**config.mk**
```make
export PLATFORM = sky130hd
export DESIGN_NAME = rtr_regs
export DESIGN_NICKNAME = d
export VERILOG_FILES = /design/src/verilog/rtr_offset_add.v /design/src/verilog/rtr_regs.v
export VERILOG_INCLUDE_DIRS = /design/src /design/src/verilog
export SDC_FILE = /design/constraint.sdc
export NUM_CORES = 1
export LEC_CHECK = 0
export BUFFER_PORTS_ARGS = -buffer_cell sky130_fd_sc_hd__buf_2
export CORE_MARGIN = 8
export CORE_UTILIZATION = 31
export DETAILED_ROUTE_END_ITERATION = 6
export PLACE_DENSITY = 0.62
export SYNTH_ARGS = -nofsm -noshare
export SYNTH_HDL_FRONTEND = slang
export SYNTH_SLANG_ARGS = --single-unit
```
**constraint.sdc**
```tcl
create_clock -name clk -period 1.85 [get_ports clk]
set_input_delay 0.4625 -clock clk [delete_from_list [all_inputs] [get_ports clk]]
set_output_delay 0.4625 -clock clk [all_outputs]
set_load 0.005 [all_outputs]
```
**src/verilog/rtr_consts.vh**
```
/*
 register map, field positions and reset values for the remote result,
 offset and high-limit register bank.
 assumes the includer supplies clk/sys_rst and an 8-bit register port.
*/
// Contract
// - unsigned upper byte, bit7 weighs 128 degrees
// - lower byte bits 7..5 weigh half to eighth
// - filter off forces lower bits 1:0 to 00
// - filter on gives bits 1:0 finer weights
// - unused low field reads as zero
// - signed reading equals converter output plus offset
// - offset: full upper byte, three fraction bits
// - offset writable, readable, zero at power-on
// - high limit upper resets to 105 degrees
// - high limit format follows format-select bit
// - high limit fraction bits 7:5, rest zero
// - signed format: bit7 sign, bit6 64 degrees
`ifndef RTR_CONSTS_VH
`define RTR_CONSTS_VH

`define RTR_ADDR_W          8
`define RTR_HI_LIM_UPPER    8'h07
`define RTR_OFS_UPPER       8'h11
`define RTR_OFS_LOWER       8'h12
`define RTR_HI_LIM_LOWER    8'h13
`define RTR_UNS_UPPER       8'h31
`define RTR_UNS_LOWER       8'h32

`define RTR_HI_LIM_UPPER_RST 8'h69
`define RTR_OFS_UPPER_RST    8'h00
`define RTR_FRAC3_RST        3'h0

`define RTR_FRAC3_MSB       7
`define RTR_FRAC3_LSB       5
`define RTR_EXT_MSB         1
`define RTR_EXT_LSB         0
`define RTR_UNS_INT_LSB     5
`define RTR_UNS_FRAC_MSB    4
`define RTR_UNS_FRAC_LSB    2

`endif

```
**src/verilog/rtr_offset_add.v**
```verilog
/*
 adds the two's-complement offset to the converter output.
 assumes 13-bit result words: 8 integer bits, 5 fraction bits.
*/
`timescale 1ns/1ps
`default_nettype none

module rtr_offset_add #(
    parameter W = 13
) (
    input  wire [W-1:0] conv_val,
    input  wire [W-1:0] offset_val,
    output wire [W-1:0] sum_val
);

    // two's-complement add, wraps at W bits
    assign sum_val = conv_val + offset_val;

endmodule

`default_nettype wire

```
**src/verilog/rtr_regs.v**
```verilog
/*
 remote temperature result, offset and high-limit register bank.
 assumes a synchronous 8-bit register port from the serial interface and
 a one-cycle result strobe from the converter loop, both on clk.
*/
`timescale 1ns/1ps
`default_nettype none
`include "rtr_consts.vh"

module rtr_regs #(
    parameter W = 13
) (
    input  wire                   clk,
    input  wire                   sys_rst,
    input  wire                   reg_wr,
    input  wire                   reg_rd,
    input  wire [`RTR_ADDR_W-1:0] reg_addr,
    input  wire [7:0]             reg_wdata,
    output wire [7:0]             reg_rdata,
    input  wire                   conv_valid,
    input  wire [W-1:0]           conv_unsigned,
    input  wire [W-1:0]           conv_raw,
    input  wire                   filter_en,
    input  wire                   unsigned_format_select,
    output wire [W-1:0]           signed_temp,
    output wire                   signed_valid,
    output wire [W-1:0]           high_limit,
    output wire                   high_limit_unsigned
);

    // converter results and their snapshot
    reg  [7:0]   unsigned_temp_upper_bits_ff;
    reg  [4:0]   unsigned_temp_lower_bits_ff;
    reg  [4:0]   lower_snap_ff;
    reg  [W-1:0] signed_temp_ff;
    reg          signed_valid_ff;
    // host-writable registers
    reg  [7:0]   offset_upper_bits_ff;
    reg  [2:0]   offset_frac_ff;
    reg  [7:0]   high_limit_upper_bits_ff;
    reg  [2:0]   high_limit_fraction_bits_ff;
    // read path
    reg  [7:0]   rdata_ff;
    reg  [7:0]   nxt_rdata;
    // next values and decodes
    wire [7:0]   nxt_unsigned_upper;
    wire [4:0]   nxt_unsigned_lower;
    wire [W-1:0] nxt_signed_temp;
    wire [W-1:0] offset_word;
    wire [1:0]   unsigned_temp_extra_fraction;
    wire         wr_ofs_upper;
    wire         wr_ofs_lower;
    wire         wr_hl_upper;
    wire         wr_hl_lower;
    wire         rd_uns_upper;

    // 3-bit fraction field packed in the top of a byte, low field zero
    function [7:0] frac_byte;
        input [2:0] f;
        begin
            frac_byte = {f, 5'h00};
        end
    endfunction

    // strobe qualified by one register address
    function addr_hit;
        input                   strobe;
        input [`RTR_ADDR_W-1:0] a;
        input [`RTR_ADDR_W-1:0] target;
        begin
            addr_hit = strobe && (a == target);
        end
    endfunction

    // writable fraction field of a write byte
    function [2:0] frac_field;
        input [7:0] d;
        begin
            frac_field = d[`RTR_FRAC3_MSB:`RTR_FRAC3_LSB];
        end
    endfunction

    // one write enable per writable register, one read decode
    assign wr_ofs_upper = addr_hit(reg_wr, reg_addr, `RTR_OFS_UPPER);
    assign wr_ofs_lower = addr_hit(reg_wr, reg_addr, `RTR_OFS_LOWER);
    assign wr_hl_upper  = addr_hit(reg_wr, reg_addr, `RTR_HI_LIM_UPPER);
    assign wr_hl_lower  = addr_hit(reg_wr, reg_addr, `RTR_HI_LIM_LOWER);
    assign rd_uns_upper = addr_hit(reg_rd, reg_addr, `RTR_UNS_UPPER);

    // extended fraction only while filtering
    assign unsigned_temp_extra_fraction = filter_en ?
        conv_unsigned[`RTR_EXT_MSB:`RTR_EXT_LSB] : 2'h0;
    assign nxt_unsigned_upper = conv_unsigned[`RTR_UNS_INT_LSB+7:`RTR_UNS_INT_LSB];
    assign nxt_unsigned_lower = {conv_unsigned[`RTR_UNS_FRAC_MSB:`RTR_UNS_FRAC_LSB],
                                 unsigned_temp_extra_fraction};

    // offset in signed filter-off format: extra fraction bits zero
    assign offset_word = {offset_upper_bits_ff, offset_frac_ff, 2'h0};

    rtr_offset_add #(
        .W (W)
    ) u_add (
        .conv_val   (conv_raw),
        .offset_val (offset_word),
        .sum_val    (nxt_signed_temp)
    );

    // outputs straight from the registers, high_limit_unsigned straight from unsigned_format_select
    assign reg_rdata           = rdata_ff;
    assign signed_temp         = signed_temp_ff;
    assign signed_valid        = signed_valid_ff;
    assign high_limit          = {high_limit_upper_bits_ff, high_limit_fraction_bits_ff, 2'h0};
    assign high_limit_unsigned = unsigned_format_select;

    always @(posedge clk or posedge sys_rst) begin
        if (sys_rst) begin
            unsigned_temp_upper_bits_ff <= 8'h00;
        end else if (conv_valid) begin
            unsigned_temp_upper_bits_ff <= nxt_unsigned_upper;
        end
    end

    always @(posedge clk or posedge sys_rst) begin
        if (sys_rst) begin
            unsigned_temp_lower_bits_ff <= 5'h00;
        end else if (conv_valid) begin
            unsigned_temp_lower_bits_ff <= nxt_unsigned_lower;
        end
    end

    always @(posedge clk or posedge sys_rst) begin
        if (sys_rst) begin
            signed_temp_ff <= {W{1'b0}};
        end else if (conv_valid) begin
            signed_temp_ff <= nxt_signed_temp;
        end
    end

    always @(posedge clk or posedge sys_rst) begin
        if (sys_rst) begin
            signed_valid_ff <= 1'b0;
        end else begin
            signed_valid_ff <= conv_valid;
        end
    end

    // upper-byte read freezes the matching lower byte
    always @(posedge clk or posedge sys_rst) begin
        if (sys_rst) begin
            lower_snap_ff <= 5'h00;
        end else if (rd_uns_upper) begin
            lower_snap_ff <= unsigned_temp_lower_bits_ff;
        end
    end

    always @(posedge clk or posedge sys_rst) begin
        if (sys_rst) begin
            offset_upper_bits_ff <= `RTR_OFS_UPPER_RST;
        end else if (wr_ofs_upper) begin
            offset_upper_bits_ff <= reg_wdata;
        end
    end

    always @(posedge clk or posedge sys_rst) begin
        if (sys_rst) begin
            offset_frac_ff <= `RTR_FRAC3_RST;
        end else if (wr_ofs_lower) begin
            offset_frac_ff <= frac_field(reg_wdata);
        end
    end

    always @(posedge clk or posedge sys_rst) begin
        if (sys_rst) begin
            high_limit_upper_bits_ff <= `RTR_HI_LIM_UPPER_RST;
        end else if (wr_hl_upper) begin
            high_limit_upper_bits_ff <= reg_wdata;
        end
    end

    always @(posedge clk or posedge sys_rst) begin
        if (sys_rst) begin
            high_limit_fraction_bits_ff <= `RTR_FRAC3_RST;
        end else if (wr_hl_lower) begin
            high_limit_fraction_bits_ff <= frac_field(reg_wdata);
        end
    end

    always @* begin
        case (reg_addr)
            `RTR_UNS_UPPER: begin
                nxt_rdata = unsigned_temp_upper_bits_ff;
            end
            `RTR_UNS_LOWER: begin
                nxt_rdata = {lower_snap_ff, 3'h0};
            end
            `RTR_OFS_UPPER: begin
                nxt_rdata = offset_upper_bits_ff;
            end
            `RTR_OFS_LOWER: begin
                nxt_rdata = frac_byte(offset_frac_ff);
            end
            `RTR_HI_LIM_UPPER: begin
                nxt_rdata = high_limit_upper_bits_ff;
            end
            `RTR_HI_LIM_LOWER: begin
                nxt_rdata = frac_byte(high_limit_fraction_bits_ff);
            end
            default: begin
                nxt_rdata = 8'h00;
            end
        endcase
    end

    always @(posedge clk or posedge sys_rst) begin
        if (sys_rst) begin
            rdata_ff <= 8'h00;
        end else if (reg_rd) begin
            rdata_ff <= nxt_rdata;
        end
    end

endmodule

`default_nettype wire
```
==> qor.csv <==
stage,metric,value,unit
sta,period_share,106.2,%
sta,hold_ws,0.1982,ns
die,ios,85,
route,final_antenna_net_count,0,
worst_setup_path,rr_endpoint,signed_temp[12],
worst_setup_path,slowest_stage,dfrtp_1,
yosys,synth_seq_cells,62,
route,wl,8574,um
worst_hold_path,hp-class,primary input to async pin,
yosys,syn_inst,266,
sta,setup_tns,-0.3137,ns
final_layout,diodes,0,
yosys,syn_area,0.003173,mm^2
worst_setup_path,worst_setup_path_start_kind,flip-flop,
cts,htreeDepth,3,
global_route,overflow,0,
power_and_ir_drop,vdd_drop_max,0.6064,mV
power_and_ir_drop,p_per_area,822.8,mW/mm^2
route,drt_iter0_drc,87,
power_and_ir_drop,leakage,0.002130,uW
cts,clkTransAtPathRegs,0.09,ns
cts,cts_sinks,62,
power_and_ir_drop,p_switching,913.5,uW
cts,cts-hold-fix-buffers,0,
place,place_congestion,0.8191,
yosys,ys.flop_type,dfrtp_1,
die,die_area,0.01373,mm^2
sta,clock_skew,0.01435,ns
run_status,violations,setup timing,
sta,setup_violations,5,
worst_setup_path,startpoint,offset_frac_ff[0],
power_and_ir_drop,p_int,2636,uW
worst_setup_path,reg2reg_from,offset_frac_ff[0],
final_layout,mostFrequentLayoutCells,"buf_2 (80), dfrtp_1 (58), mux2_2 (46)",
route,drt_first_pass_iters,4,
route,wire_per_inst,16.58,um
worst_setup_path,worstPathRequired,2.08,ns
power_and_ir_drop,pwr-share-seq,42.7,%
yosys,synth_edf_count,0,
cts,clk_latency,0.34,ns
worst_setup_path,crit_path_max_incr_delay,0.41,ns
place,hpwlAfterDp,6528,um
die,core_area,0.01014,mm^2
yosys,yosys_warnings,0,
yosys,async_flop_share,100.0,%
sta,rsz0062_at_grt,yes,
sta,worst_slack,-0.1143,ns
global_route,grt_pass1_vias,2651,
sta,slew_violations,0,
yosys,yosysUniqueCellTypes,53,
place,pre_cts_ws,-0.4085,ns
power_and_ir_drop,p_sw_share,25.74,%
cts,clockRootBuffer,clkbuf_8,
route,drc,0,
sta,fmax,0.5091,GHz
route,viasPerCell,4.874,
die,die_x,117.2,um
final_layout,final_util,42.55,%
final_layout,nets,436,
run_status,status,"finished, violations left",
final_layout,layout_commonest_cell,buf_2,
worst_setup_path,reg2reg_slack,-0.11,ns
cts,cts_tree,done,
die,initial_core_util,31.30,%
route,via_count,2520,
sta,hold_viol_final,0,
global_route,grt_pass1_wl,13420,um
sta,min_period,1.964,ns
place,port_buffers,80,
final_layout,nFillCells,969,
global_route,grt_antenna_before_repair,0,
die,rows,37,
power_and_ir_drop,clkPwrFrac,43.0,%
final_layout,syn_to_final_growth,35.96,%
worst_setup_path,crit_chain,ha_4 -> inv_2 -> fa_2 -> nor2b_4 -> o2111ai_4 -> a31oi_4 -> buf_6 -> o211a_1 -> a221o_1,
global_route,grt_usage,12.82,%
worst_setup_path,critPathKind,flip-flop to flip-flop,
cts,clockBufferDepth,2,
worst_setup_path,ff2ff_path_depth,9,
global_route,grt_max_degree,63,
run,maxCapViolations,0,
die,die_y,117.2,um
power_and_ir_drop,combinationalPowerShare,14.2,%
yosys,syn_area_per_cell,11.93,um^2
final_layout,drive_above_1_share,53.02,%
worst_setup_path,cp-end-kind,flip-flop,
worst_setup_path,path_max_fanout,3,
yosys,seq_area_frac_synth,49.05,%
cts,cts_buffers,9,
worst_setup_path,worstPathArrival,2.19,ns
==> per-layer routing <==
metal | global-route usage, % | part of all wire, % | vias to the layer above
met1 | 15.51 | 43 | 1248
met3 | 3.951 | 5.7 | 8
li1 | - | - | 1198
met2 | 21.10 | 50 | 66
met4 | 4.522 | 1.3 | 0
met5 | 0 | 0 | -
==> critical path, delay by kind of cell (launching register included) <==
| kind | cells | cell delay (ns) |
|---|---|---|
| AO/OA/AOI/OAI | 4 | 0.82 |
| adder cells (fa/ha/maj) | 2 | 0.39 |
| buffers and inverters | 2 | 0.18 |
| AND/OR/NAND/NOR | 1 | 0.06 |
| flip-flops | 1 | 0.41 |
==> registers in the layout (all words and copies together), names as in the netlist, 3 cells and up <==
register and cells:
signed_temp 13, offset_frac_ff 3, high_limit_fraction_bits_ff 3, reg_rdata 8
high_limit_upper_bits_ff 8, lower_snap_ff 5, unsigned_temp_upper_bits_ff 8, unsigned_temp_lower_bits_ff 5
offset_upper_bits_ff 8
==> per-stage QoR <==
step                      instance area, um^2  power (uW)  instances
after floorplan                          3204        1789        267
after global placement                   3908        2007        496
after detailed placement                 3908        2022        496
after CTS                                4240        3574        515
after global routing                     4314        3711        517
final                                    4314        3549        517
==> cells by family (layout without fill, tap and decap cells) <==
kind of cell               count (synthesis)  after routing  share of synthesized area [%]
buffers and inverters                     27            141                          4.298
xor gates and xnor gates                   5              5                          1.380
adders and majority gates                 11             11                          4.574
other                                      1              2                         0.1182
muxes                                     55             55                          19.20
AOI/OAI and AO/OA                         49             49                          11.08
DFF                                       62             62                          49.05
and+or+nand+nor                           56             56                          10.29
==> power groups by stage <==
| stage | sequential, uW | clock, uW | combinational (uW) |
|---|---|---|---|
| finish | 1520 | 1530 | 506 |
| global route | 1530 | 1620 | 559 |
| CTS | 1520 | 1560 | 497 |
| detailed placement | 1540 | 0 | 478 |
| global placement | 1540 | 0 | 468 |
| floorplan | 1530 | 0 | 257 |
==> cell type report <==
type / instances / area (um^2) / area share, %
Tap cell: 136 / 170.2 / 3.944
Timing Repair Buffer: 110 / 658.1 / 15.26
Sequential cell: 62 / 1556 / 36.08
Inverter: 15 / 60.06 / 1.392
Clock buffer: 9 / 123.9 / 2.871
Multi-Input combinational cell: 178 / 1618 / 37.50
Clock inverter: 7 / 127.6 / 2.958
==> cells in the mapped netlist (all sizes together), types with 5 or more instances <==
cell type	number	area, um^2
ha	10	125.1
nand2	13	53.80
mux2i	8	80.08
mux2	47	529.3
o21ai	12	60.06
inv	15	56.30
a21oi	6	30.03
buf	9	68.81
nand3	6	30.03
dfrtp	58	1451
nor2b	5	31.28
nor2	11	41.29
==> timing repair <==
item / 4_1_cts / 5_1_grt
endpoints found under the setup margin: 6 / 6
pin swaps: 6 / 2
buffers inserted: 3 / 2
gates resized for setup: 8 / 11
==> how the worst max path moves through the flow <==
stage	slack [ns]	cells after the start	to
2_1_floorplan	-0.17	8	signed_temp[10]
3_3_place_gp	-0.38	9	signed_temp[10]
3_5_place_dp	-0.41	9	signed_temp[10]
4_1_cts	-0.10	9	signed_temp[12]
5_1_grt	-0.22	9	signed_temp[12]
6_report	-0.11	9	signed_temp[12]
(Power assumes the default switching activity.)
